[config.mk]
export PLATFORM = sky130hd
export DESIGN_NAME = sar_converter_control_regs
export DESIGN_NICKNAME = d
export VERILOG_FILES = /design/src/verilog/sar_ctrl_pkg.sv /design/src/verilog/conv_tick_gen.sv /design/src/verilog/sar_converter_control_regs.sv
export SDC_FILE = /design/constraint.sdc
export NUM_CORES = 1
export LEC_CHECK = 0
export BUFFER_PORTS_ARGS = -buffer_cell sky130_fd_sc_hd__buf_2
export CELL_PAD_IN_SITES_DETAIL_PLACEMENT = 0
export CELL_PAD_IN_SITES_GLOBAL_PLACEMENT = 1
export CORE_ASPECT_RATIO = 0.6
export CORE_UTILIZATION = 32
export DETAILED_ROUTE_END_ITERATION = 6
export GPL_ROUTABILITY_DRIVEN = 0
export PLACE_DENSITY_LB_ADDON = 0.1
export SYNTH_ARGS = -nofsm -noshare
export SYNTH_HDL_FRONTEND = slang
export SYNTH_SLANG_ARGS = --single-unit
[constraint.sdc]
create_clock -name aclk -period 2.62 [get_ports aclk]
set_input_delay 0.131 -clock aclk [delete_from_list [all_inputs] [get_ports aclk]]
set_output_delay 0.131 -clock aclk [all_outputs]
set_load 0.02 [all_outputs]
[src/verilog/sar_ctrl_pkg.sv]
// package for the successive-approximation converter control block
// assumes an AXI4-Lite master with 32-bit data and one 20 MHz bus clock
package sar_ctrl_pkg;
	// register byte offsets
	localparam logic [7:0] OFS_STATUS_CONTROL = 8'h38;
	localparam logic [7:0] OFS_RESULT = 8'h3C;
	localparam logic [7:0] OFS_CLOCK_SELECT = 8'h40;
	// status/control and clock select fields
	localparam int DONE_POS = 7;
	localparam int IRQ_EN_POS = 6;
	localparam int CONT_POS = 5;
	localparam int CLK_SRC_POS = 7;
	localparam logic [7:0] STATUS_CONTROL_RESET = 8'h1F;
	localparam logic [7:0] CLOCK_SELECT_RESET = 8'h00;
	localparam logic [4:0] CHAN_POWER_OFF = 5'h1F;
	localparam logic [4:0] CHAN_SUPPLY_REF = 5'h1C;
	localparam logic [4:0] CHAN_HIGH_REF = 5'h1D;
	localparam logic [4:0] CHAN_LOW_REF = 5'h1E;
	localparam logic [4:0] CHAN_RESERVED = 5'h1B;
	// conversion length in converter clocks
	localparam logic [4:0] CONV_CYCLES = 5'h10;
	localparam logic [1:0] RESP_OKAY = 2'h0;
	localparam logic [1:0] RESP_SLVERR = 2'h2;

	typedef struct packed {
		logic done_or_dma;
		logic irq_enable;
		logic continuous;
		logic [4:0] channel;
	} status_control_t;

	typedef struct packed {
		logic valid;
		logic is_port_d;
		logic [2:0] pin;
		logic [1:0] ref_sel;
	} mux_select_t;
endpackage : sar_ctrl_pkg

[src/verilog/conv_tick_gen.sv]
// converter clock tick generator: divides the selected input clock enable
// assumes the crystal clock arrives as a bus-synchronous enable pulse
`timescale 1ns/1ns
module conv_tick_gen
(
	input wire logic aclk,
	input wire logic aresetn,
	input wire logic xtal_tick,
	input wire logic use_bus_clock,
	input wire logic [2:0] prescale,
	output logic tick
);
	logic [3:0] div_q;
	logic src_tick;
	logic [3:0] limit;

	assign src_tick = use_bus_clock ? 1'b1 : xtal_tick;

	always_comb
	begin
		case (prescale)
			3'h0: limit = 4'h0;
			3'h1: limit = 4'h1;
			3'h2: limit = 4'h3;
			3'h3: limit = 4'h7;
			default: limit = 4'hF;
		endcase
	end

	always_ff @(posedge aclk)
	begin
		if (!aresetn)
		begin
			div_q <= 4'h0;
			tick <= 1'b0;
		end
		else
		begin
			tick <= 1'b0;
			if (src_tick)
			begin
				if (div_q >= limit)
				begin
					div_q <= 4'h0;
					tick <= 1'b1;
				end
				else
				begin
					div_q <= div_q + 4'h1;
				end
			end
		end
	end
endmodule : conv_tick_gen

[src/verilog/sar_converter_control_regs.sv]
// register and sequencing logic of an 8-bit successive-approximation converter
// assumes the comparator delivers a sample word when a conversion ends
// Function
// with interrupts off, top status bit is read-only, set on each completion
// completion flag clears on status write or result read
// with interrupts on, top bit is writable: 1 DMA, 0 CPU
// reset clears top bit, interrupt enable and continuous bit
// interrupt enable raises a request at every conversion end
// pending request drops on result read or status write
// continuous bit repeats conversions, otherwise one conversion
// codes 0 to 7 pick port B inputs, 8 to 15 port D inputs
// codes 1C, 1D, 1E pick supply, high and low references
// all-ones channel code powers the converter off, reset value
// codes 10 to 1A unused give undefined result, 1B reserved
// reset sets every channel bit
// software waits one conversion after leaving power-off
// one 8-bit result register loaded at each completion
// 3-bit prescaler divides by 1, 2, 4, 8 or 16
// source bit 1 takes bus clock, 0 the crystal clock
// reset selects the crystal clock
// software keeps the converter clock near 1 MHz
// software keeps clock settings still during a conversion
// status write starts a conversion lasting 16 to 17 converter clocks
// stop mode aborts conversion, resumes after stop ends; the sequencer instead stays idle until the next status write
// result register writes have no effect
`timescale 1ns/1ns
module sar_converter_control_regs
(
	input wire logic aclk,
	input wire logic aresetn,
	input wire logic [31:0] s_axi_awaddr,
	input wire logic s_axi_awvalid,
	output logic s_axi_awready,
	input wire logic [31:0] s_axi_wdata,
	input wire logic [3:0] s_axi_wstrb,
	input wire logic s_axi_wvalid,
	output logic s_axi_wready,
	output logic [1:0] s_axi_bresp,
	output logic s_axi_bvalid,
	input wire logic s_axi_bready,
	input wire logic [31:0] s_axi_araddr,
	input wire logic s_axi_arvalid,
	output logic s_axi_arready,
	output logic [31:0] s_axi_rdata,
	output logic [1:0] s_axi_rresp,
	output logic s_axi_rvalid,
	input wire logic s_axi_rready,
	input wire logic xtal_tick,
	input wire logic stop_mode,
	input wire logic [7:0] sample_value,
	output sar_ctrl_pkg::mux_select_t mux_select_q,
	output logic converter_power_q,
	output logic converting_q,
	output logic cpu_irq_q,
	output logic dma_irq_q
);
	// ----------------------------------------
	// state
	// ----------------------------------------
	typedef enum logic [1:0] {
		CONV_IDLE = 2'b00,
		CONV_RUN = 2'b01
	} conv_state_t;

	conv_state_t state_q;
	sar_ctrl_pkg::status_control_t scr_q;
	logic [7:0] result_q;
	logic clk_src_q;
	logic [2:0] prescale_q;
	logic [4:0] count_q;
	logic irq_pend_q, tick, conv_done;

	// ----------------------------------------
	// bus slave
	// ----------------------------------------
	logic [31:0] awaddr_q, wdata_q;
	logic [3:0] wstrb_q;
	logic aw_held_q, w_held_q;
	logic do_write, wr_scr, wr_clk, wr_ok, rd_take, rd_result;

	assign do_write = aw_held_q && w_held_q && !s_axi_bvalid;
	assign wr_scr = do_write && awaddr_q[7:0] == sar_ctrl_pkg::OFS_STATUS_CONTROL && wstrb_q[0];
	assign wr_clk = do_write && awaddr_q[7:0] == sar_ctrl_pkg::OFS_CLOCK_SELECT && wstrb_q[0];
	// result writes are accepted but change nothing
	assign wr_ok = awaddr_q[7:0] == sar_ctrl_pkg::OFS_STATUS_CONTROL
		|| awaddr_q[7:0] == sar_ctrl_pkg::OFS_CLOCK_SELECT
		|| awaddr_q[7:0] == sar_ctrl_pkg::OFS_RESULT;
	assign rd_take = s_axi_arvalid && s_axi_arready;
	assign rd_result = rd_take && s_axi_araddr[7:0] == sar_ctrl_pkg::OFS_RESULT;

	always_ff @(posedge aclk)
	begin
		if (!aresetn)
		begin
			aw_held_q <= 1'b0;
			w_held_q <= 1'b0;
			awaddr_q <= 32'h0;
			wdata_q <= 32'h0;
			wstrb_q <= 4'h0;
			s_axi_awready <= 1'b0;
			s_axi_wready <= 1'b0;
			s_axi_bvalid <= 1'b0;
			s_axi_bresp <= sar_ctrl_pkg::RESP_OKAY;
		end
		else
		begin
			s_axi_awready <= !aw_held_q && !s_axi_awready && !s_axi_bvalid;
			s_axi_wready <= !w_held_q && !s_axi_wready && !s_axi_bvalid;
			if (s_axi_awvalid && s_axi_awready)
			begin
				awaddr_q <= s_axi_awaddr;
				aw_held_q <= 1'b1;
				s_axi_awready <= 1'b0;
			end
			if (s_axi_wvalid && s_axi_wready)
			begin
				wdata_q <= s_axi_wdata;
				wstrb_q <= s_axi_wstrb;
				w_held_q <= 1'b1;
				s_axi_wready <= 1'b0;
			end
			if (do_write)
			begin
				s_axi_bvalid <= 1'b1;
				s_axi_bresp <= wr_ok ? sar_ctrl_pkg::RESP_OKAY : sar_ctrl_pkg::RESP_SLVERR;
				aw_held_q <= 1'b0;
				w_held_q <= 1'b0;
			end
			else if (s_axi_bvalid && s_axi_bready)
				s_axi_bvalid <= 1'b0;
		end
	end

	always_ff @(posedge aclk)
	begin
		if (!aresetn)
		begin
			s_axi_arready <= 1'b0;
			s_axi_rvalid <= 1'b0;
			s_axi_rdata <= 32'h0;
			s_axi_rresp <= sar_ctrl_pkg::RESP_OKAY;
		end
		else
		begin
			s_axi_arready <= !s_axi_arready && !s_axi_rvalid;
			if (rd_take)
			begin
				s_axi_arready <= 1'b0;
				s_axi_rvalid <= 1'b1;
				s_axi_rresp <= sar_ctrl_pkg::RESP_OKAY;
				case (s_axi_araddr[7:0])
					sar_ctrl_pkg::OFS_STATUS_CONTROL: s_axi_rdata <= {24'h0, scr_q};
					sar_ctrl_pkg::OFS_RESULT: s_axi_rdata <= {24'h0, result_q};
					sar_ctrl_pkg::OFS_CLOCK_SELECT: s_axi_rdata <= {24'h0, clk_src_q, 4'h0, prescale_q};
					default:
					begin
						s_axi_rdata <= 32'h0;
						s_axi_rresp <= sar_ctrl_pkg::RESP_SLVERR;
					end
				endcase
			end
			else if (s_axi_rvalid && s_axi_rready)
				s_axi_rvalid <= 1'b0;
		end
	end

	// ----------------------------------------
	// registers
	// ----------------------------------------
	always_ff @(posedge aclk)
	begin
		if (!aresetn)
			scr_q <= sar_ctrl_pkg::STATUS_CONTROL_RESET;
		else
		begin
			if (wr_scr)
			begin
				scr_q.irq_enable <= wdata_q[sar_ctrl_pkg::IRQ_EN_POS];
				scr_q.continuous <= wdata_q[sar_ctrl_pkg::CONT_POS];
				scr_q.channel <= wdata_q[4:0];
			end
			// top bit: flag when interrupts off, service select when on
			if (scr_q.irq_enable)
			begin
				if (wr_scr)
					scr_q.done_or_dma <= wdata_q[sar_ctrl_pkg::DONE_POS];
			end
			else if (conv_done)
				scr_q.done_or_dma <= 1'b1;
			else if (wr_scr || rd_result)
				scr_q.done_or_dma <= 1'b0;
		end
	end

	always_ff @(posedge aclk)
	begin
		if (!aresetn)
		begin
			clk_src_q <= 1'b0;
			prescale_q <= 3'h0;
		end
		else if (wr_clk)
		begin
			clk_src_q <= wdata_q[sar_ctrl_pkg::CLK_SRC_POS];
			prescale_q <= wdata_q[2:0];
		end
	end

	// ----------------------------------------
	// conversion sequencer
	// ----------------------------------------
	conv_tick_gen u_tick
	(
		.aclk(aclk),
		.aresetn(aresetn),
		.xtal_tick(xtal_tick),
		.use_bus_clock(clk_src_q),
		.prescale(prescale_q),
		.tick(tick)
	);

	logic powered;
	assign powered = scr_q.channel != sar_ctrl_pkg::CHAN_POWER_OFF;
	// the start falls between ticks, so ending on the 17th tick gives 16 to 17 full converter periods
	assign conv_done = state_q == CONV_RUN && tick && count_q == sar_ctrl_pkg::CONV_CYCLES;

	always_ff @(posedge aclk)
	begin
		if (!aresetn)
		begin
			state_q <= CONV_IDLE;
			count_q <= 5'h0;
			converting_q <= 1'b0;
		end
		else
		begin
			case (state_q)
				CONV_IDLE:
				begin
					if (wr_scr && !stop_mode && wdata_q[4:0] != sar_ctrl_pkg::CHAN_POWER_OFF)
					begin
						state_q <= CONV_RUN;
						count_q <= 5'h0;
						converting_q <= 1'b1;
					end
				end
				CONV_RUN:
				begin
					if (stop_mode || !powered)
					begin
						state_q <= CONV_IDLE;
						converting_q <= 1'b0;
					end
					else if (wr_scr)
						count_q <= 5'h0;
					else if (conv_done)
					begin
						count_q <= 5'h0;
						if (!scr_q.continuous)
						begin
							state_q <= CONV_IDLE;
							converting_q <= 1'b0;
						end
					end
					else if (tick)
						count_q <= count_q + 5'h1;
				end
				default:
				begin
					state_q <= CONV_IDLE;
					converting_q <= 1'b0;
				end
			endcase
		end
	end

	always_ff @(posedge aclk)
	begin
		if (!aresetn)
			result_q <= 8'h00;
		else if (conv_done)
			result_q <= sample_value;
	end

	// ----------------------------------------
	// interrupt request and mux
	// ----------------------------------------
	always_ff @(posedge aclk)
	begin
		if (!aresetn)
		begin
			irq_pend_q <= 1'b0;
			cpu_irq_q <= 1'b0;
			dma_irq_q <= 1'b0;
		end
		else
		begin
			if (conv_done && scr_q.irq_enable)
				irq_pend_q <= 1'b1;
			else if (wr_scr || rd_result || !scr_q.irq_enable)
				irq_pend_q <= 1'b0;
			cpu_irq_q <= irq_pend_q && scr_q.irq_enable && !scr_q.done_or_dma;
			dma_irq_q <= irq_pend_q && scr_q.irq_enable && scr_q.done_or_dma;
		end
	end

	always_ff @(posedge aclk)
	begin
		if (!aresetn)
		begin
			mux_select_q <= '0;
			converter_power_q <= 1'b0;
		end
		else
		begin
			converter_power_q <= powered;
			mux_select_q.is_port_d <= scr_q.channel[3];
			mux_select_q.pin <= scr_q.channel[2:0];
			// unused and reserved codes leave no path, so the result is undefined
			mux_select_q.valid <= !scr_q.channel[4];
			case (scr_q.channel)
				sar_ctrl_pkg::CHAN_SUPPLY_REF: mux_select_q.ref_sel <= 2'h1;
				sar_ctrl_pkg::CHAN_HIGH_REF: mux_select_q.ref_sel <= 2'h2;
				sar_ctrl_pkg::CHAN_LOW_REF: mux_select_q.ref_sel <= 2'h3;
				default: mux_select_q.ref_sel <= 2'h0;
			endcase
		end
	end

	// ----------------------------------------
	// assertions
	// ----------------------------------------
	a_flag_set_done: assert property (@(posedge aclk) disable iff (!aresetn)
		conv_done && !scr_q.irq_enable |=> scr_q.done_or_dma)
		else $error("completion flag not set");
	a_flag_clear_access: assert property (@(posedge aclk) disable iff (!aresetn)
		(wr_scr || rd_result) && !conv_done && !scr_q.irq_enable |=> !scr_q.done_or_dma)
		else $error("completion flag not cleared");
	a_irq_raise_done: assert property (@(posedge aclk) disable iff (!aresetn)
		conv_done && scr_q.irq_enable && !wr_scr |=> ##1 (cpu_irq_q || dma_irq_q))
		else $error("interrupt not raised");
	a_irq_drop_access: assert property (@(posedge aclk) disable iff (!aresetn)
		(wr_scr || rd_result) && !conv_done |=> ##1 !(cpu_irq_q || dma_irq_q))
		else $error("interrupt not dropped");
	a_irq_route_target: assert property (@(posedge aclk) disable iff (!aresetn)
		dma_irq_q |-> $past(scr_q.done_or_dma))
		else $error("interrupt misrouted");
	a_single_shot_stop: assert property (@(posedge aclk) disable iff (!aresetn)
		conv_done && !scr_q.continuous && !stop_mode && !wr_scr |=> state_q == CONV_IDLE)
		else $error("single conversion did not stop");
	a_result_load_done: assert property (@(posedge aclk) disable iff (!aresetn)
		conv_done |=> result_q == $past(sample_value))
		else $error("result not loaded");
	a_stop_abort_run: assert property (@(posedge aclk) disable iff (!aresetn)
		stop_mode |=> !converting_q)
		else $error("conversion not aborted");
	a_power_off_code: assert property (@(posedge aclk) disable iff (!aresetn)
		scr_q.channel == sar_ctrl_pkg::CHAN_POWER_OFF |=> !converter_power_q)
		else $error("converter not powered off");
	c_single_done: cover property (@(posedge aclk) disable iff (!aresetn) conv_done && !scr_q.continuous);
	c_cont_done: cover property (@(posedge aclk) disable iff (!aresetn) conv_done && scr_q.continuous);
	c_dma_irq: cover property (@(posedge aclk) disable iff (!aresetn) dma_irq_q);
endmodule : sar_converter_control_regs

==> metrics.md <==
| Metric | Value |
|---|---|
| Outcome | `finished, final reports clean` |
| Most frequent cells in the layout | `sky130_fd_sc_hd__dfxtp_1 (76), sky130_fd_sc_hd__nand2_1 (67), sky130_fd_sc_hd__buf_2 (67)` |
| Area enclosed by the die boundary | `10,700 sq um` |
| Final Net Count | `575` |
| Final worst clock skew | `8.63 ps` |
| Cells after synthesis | `386` |
| Number of DRC violations after detailed-routing iteration 0 | `150` |
| Leakage power of the design | `1.67 nW` |
| Number of buffers created by CTS | `9` |
| Power per standard cell area | `675 nW/um^2` |
| Maximum number of pins on one net before global-route repair | `23` |
| Antenna violation net count after detailed routing | `0` |
| Crit Path Class | `reg2reg` |
| Hold Vio Cnt, Final | `0` |
| Slowest cell on the critical path | `sky130_fd_sc_hd__or4b_4` |
| Clock tree from TritonCTS | `built` |
| Count of input and output buffers | `67` |
| Wire length of the first global-routing pass | `12,700 um` |
| Clock latency on the worst-skew pair | `330 ps` |
| Final clock period utilization by the worst path | `0.749` |
| Library cells used by synthesis | `47` |
| Post-Synthesis Cell Area | `3300 sq um` |
| Max-capacitance violation count | `0` |
| Via count of the first global-routing pass | `2,505` |
| Area inside the core boundary | `9950 sq um` |
| Highest Clock Rate | `510 MHz` |
| Worst slew margin relative to its limit | `0.543` |
| Number of slew-limit violations in the final report | `0` |
| Clock tree sinks | `76` |
| Cell taking the most area after synthesis | `sky130_fd_sc_hd__dfxtp_1` |
| Average routed wire per standard cell | `13.5 um` |
| Hold WC Path Type | `in2reg` |
| HPWL after DPL | `5970 um` |
| Required @ worst endpoint | `2830 ps` |
| Final Setup Violations | `0` |
| # hold bufs at CTS | `0` |
| Number of buffers and inverters on the critical path | `0` |
| Sequential-to-total area share from yosys stat | `0.461` |
| WP data arrival | `2170 ps` |
| Via total after detailed routing | `2,709` |
| Syn. warnings | `0` |
| Setup repair after global routing missed its margin | `false` |
| Buffer cell driving the clock tree root | `sky130_fd_sc_hd__clkbuf_16` |
| Number of setup buffers added after CTS | `0` |
| Post-layout worst setup margin | `659 ps` |
| Family of cells with the greatest summed delay on the critical path | `simple AND/OR/NAND/NOR gates` |
| Total Neg Setup Slack | `0 ps` |
| Vias per Instance | `4.60` |
| Max H-tree Level | `3` |
| Synth top area share | `0.461` |
| Initial antenna violation count | `0` |
| Top cells by area, synth | `sky130_fd_sc_hd__dfxtp_1 (46%), sky130_fd_sc_hd__nand2_1 (7.6%), sky130_fd_sc_hd__buf_4 (5.9%), sky130_fd_sc_hd__mux2i_1 (5.2%), sky130_fd_sc_hd__a21oi_1 (4.4%)` |
| Seq cells post-synth | `76` |
| Die height | `80.6 um` |
| Highest ir drop seen on vdd | `0.000319 V` |
| Dominant register cell in the synthesized netlist | `sky130_fd_sc_hd__dfxtp_1` |
| Clock-pin slew of the registers on the worst-case setup and hold paths | `60 ps` |
| Most common cell after layout, fill and taps aside | `sky130_fd_sc_hd__dfxtp_1` |
| Post-route DRC violation count | `0` |
| Rows | `28` |
| Longest Clk Path Bufs | `2` |
| Critical path peak fanout | `4` |
| Remaining global-route overflow | `0` |
| Number of fill cells | `1,038` |
| Number of synthesized flops with an enable pin | `0` |
| Critical Path Sink Type | `flip-flop` |
| Period minus WS final | `1960 ps` |
| Number of top-level pins | `169` |
| Crit start category | `flip-flop` |
| First-pass iteration count of the detailed router | `4` |
| Starting density of the core | `0.331` |
| Combined global-route utilization of all metal layers | `0.158` |
| Total wire length after detailed routing | `7970 um` |
| Worst Max-Slew Pin Slew | `681 ps` |
| Critical Path, Cell by Cell | `or4b_4 -> nor4_2 -> a311oi_1 -> a21oi_1 -> o22ai_1` |
| # diodes | `0` |
| Proportion of layout cells with a drive suffix above 1 | `0.203` |
| Ys async rst share | `0` |
| Max stage delay on crit path | `560 ps` |
| Quantity of gates resized following cts | `0` |
| Mean instance size in the synthesized netlist | `8.54 sq um` |
| Die Width | `133 um` |
| P&R area growth vs syn | `20.6%` |
| Worst slack at placement | `645 ps` |
## flip-flops by register name (all words and copies together) (netlist names), 3 cells and up
| signal | count |
|---|---|
| awaddr_q | 8 |
| count_q | 5 |
| mux_select_q | 7 |
| prescale_q | 3 |
| result_q | 8 |
| s_axi_rdata | 8 |
| scr_q | 8 |
| u_tick.div_q | 4 |
| wdata_q | 8 |
## synth_stat cells, types with 2 or more instances
library cell and count:
sky130_fd_sc_hd__o22ai_1 4, sky130_fd_sc_hd__o21ai_1 9, sky130_fd_sc_hd__a2bb2oi_1 4, sky130_fd_sc_hd__or3_1 2, sky130_fd_sc_hd__and3_1 3, sky130_fd_sc_hd__nand3b_1 5, sky130_fd_sc_hd__nand4_1 4, sky130_fd_sc_hd__dfxtp_1 76
sky130_fd_sc_hd__a22oi_1 4, sky130_fd_sc_hd__nor3_1 6, sky130_fd_sc_hd__o21ai_0 2, sky130_fd_sc_hd__nor4_1 3, sky130_fd_sc_hd__a21oi_1 29, sky130_fd_sc_hd__a31oi_1 4, sky130_fd_sc_hd__mux2i_1 17, sky130_fd_sc_hd__nand3_1 16
sky130_fd_sc_hd__ha_1 7, sky130_fd_sc_hd__xnor2_1 2, sky130_fd_sc_hd__nor2_1 31, sky130_fd_sc_hd__and2_1 7, sky130_fd_sc_hd__clkbuf_1 13, sky130_fd_sc_hd__nand2b_1 6, sky130_fd_sc_hd__buf_4 26, sky130_fd_sc_hd__nand2_1 67
sky130_fd_sc_hd__inv_1 12, sky130_fd_sc_hd__buf_2 2, sky130_fd_sc_hd__a21o_1 4, sky130_fd_sc_hd__xor2_1 2
## routing by layer
layer	up-vias	track usage	part of all wire
met5	-	0	0
met4	0	0.0517	0.0074
met3	7	0.0461	0.044
met2	65	0.207	0.38
met1	1244	0.236	0.57
li1	1393	-	-
## logic make-up after synthesis
logic type	synth area share
simple gates	0.225
flops	0.461
compound gates	0.128
buf+inv	0.0964
mux	0.0516
fa+ha+maj	0.0266
xor+xnor	0.0106
other cells	0.00114
## report_power, final
group	switching (mW)	internal [mW]	total [mW]
logic	0.125	0.0629	0.188
registers	0.0241	1.18	1.21
clock network	0.465	0.825	1.29
total	0.614	2.07	2.69
## tightest hold or removal path, delay by kind of cell
kind | cells | cell delay (ps)
AOI/OAI and AO/OA | 1 | 50
buffers and inverters | 1 | 100
and+or+nand+nor | 1 | 50
## stage by stage
stage	utilization	instances	area [sq um]	hold slack (ps)	power (mW)
final	0.400	589	3980	35.5	2.69
after detailed placement	0.369	575	3670	377	1.42
after global placement	0.369	575	3670	368	1.42
after floorplan	-	411	3390	267	1.38
after CTS	0.400	589	3980	24.4	2.72
after global routing	0.400	589	3980	25.6	2.79
## area by class of cell
| cell class | count | area (sq um) | share of cell area |
|---|---|---|---|
| flip-flops and latches | 76 | 1520 | 0.383 |
| clock buffers | 10 | 229 | 0.0576 |
| multi-input cells | 279 | 1560 | 0.392 |
| inverters | 13 | 48.8 | 0.0123 |
| well taps | 135 | 169 | 0.0425 |
| clock inverters | 4 | 76.3 | 0.0192 |
| repair buffers | 72 | 373 | 0.0938 |
## path summary, 6_finish.rpt
check / slack, ps / from / cells past startpoint / endpoint
max: 660 / awaddr_q[1] / 5 / count_q[3]
min: 40 / s_axi_wdata[6] / 3 / wdata_q[6]
max reg2reg: 660 / awaddr_q[1] / 5 / count_q[3]
min reg2reg: 450 / s_axi_rdata[0] / 2 / s_axi_rdata[0]
No activity file was read; power rests on OpenSTA's default activity.
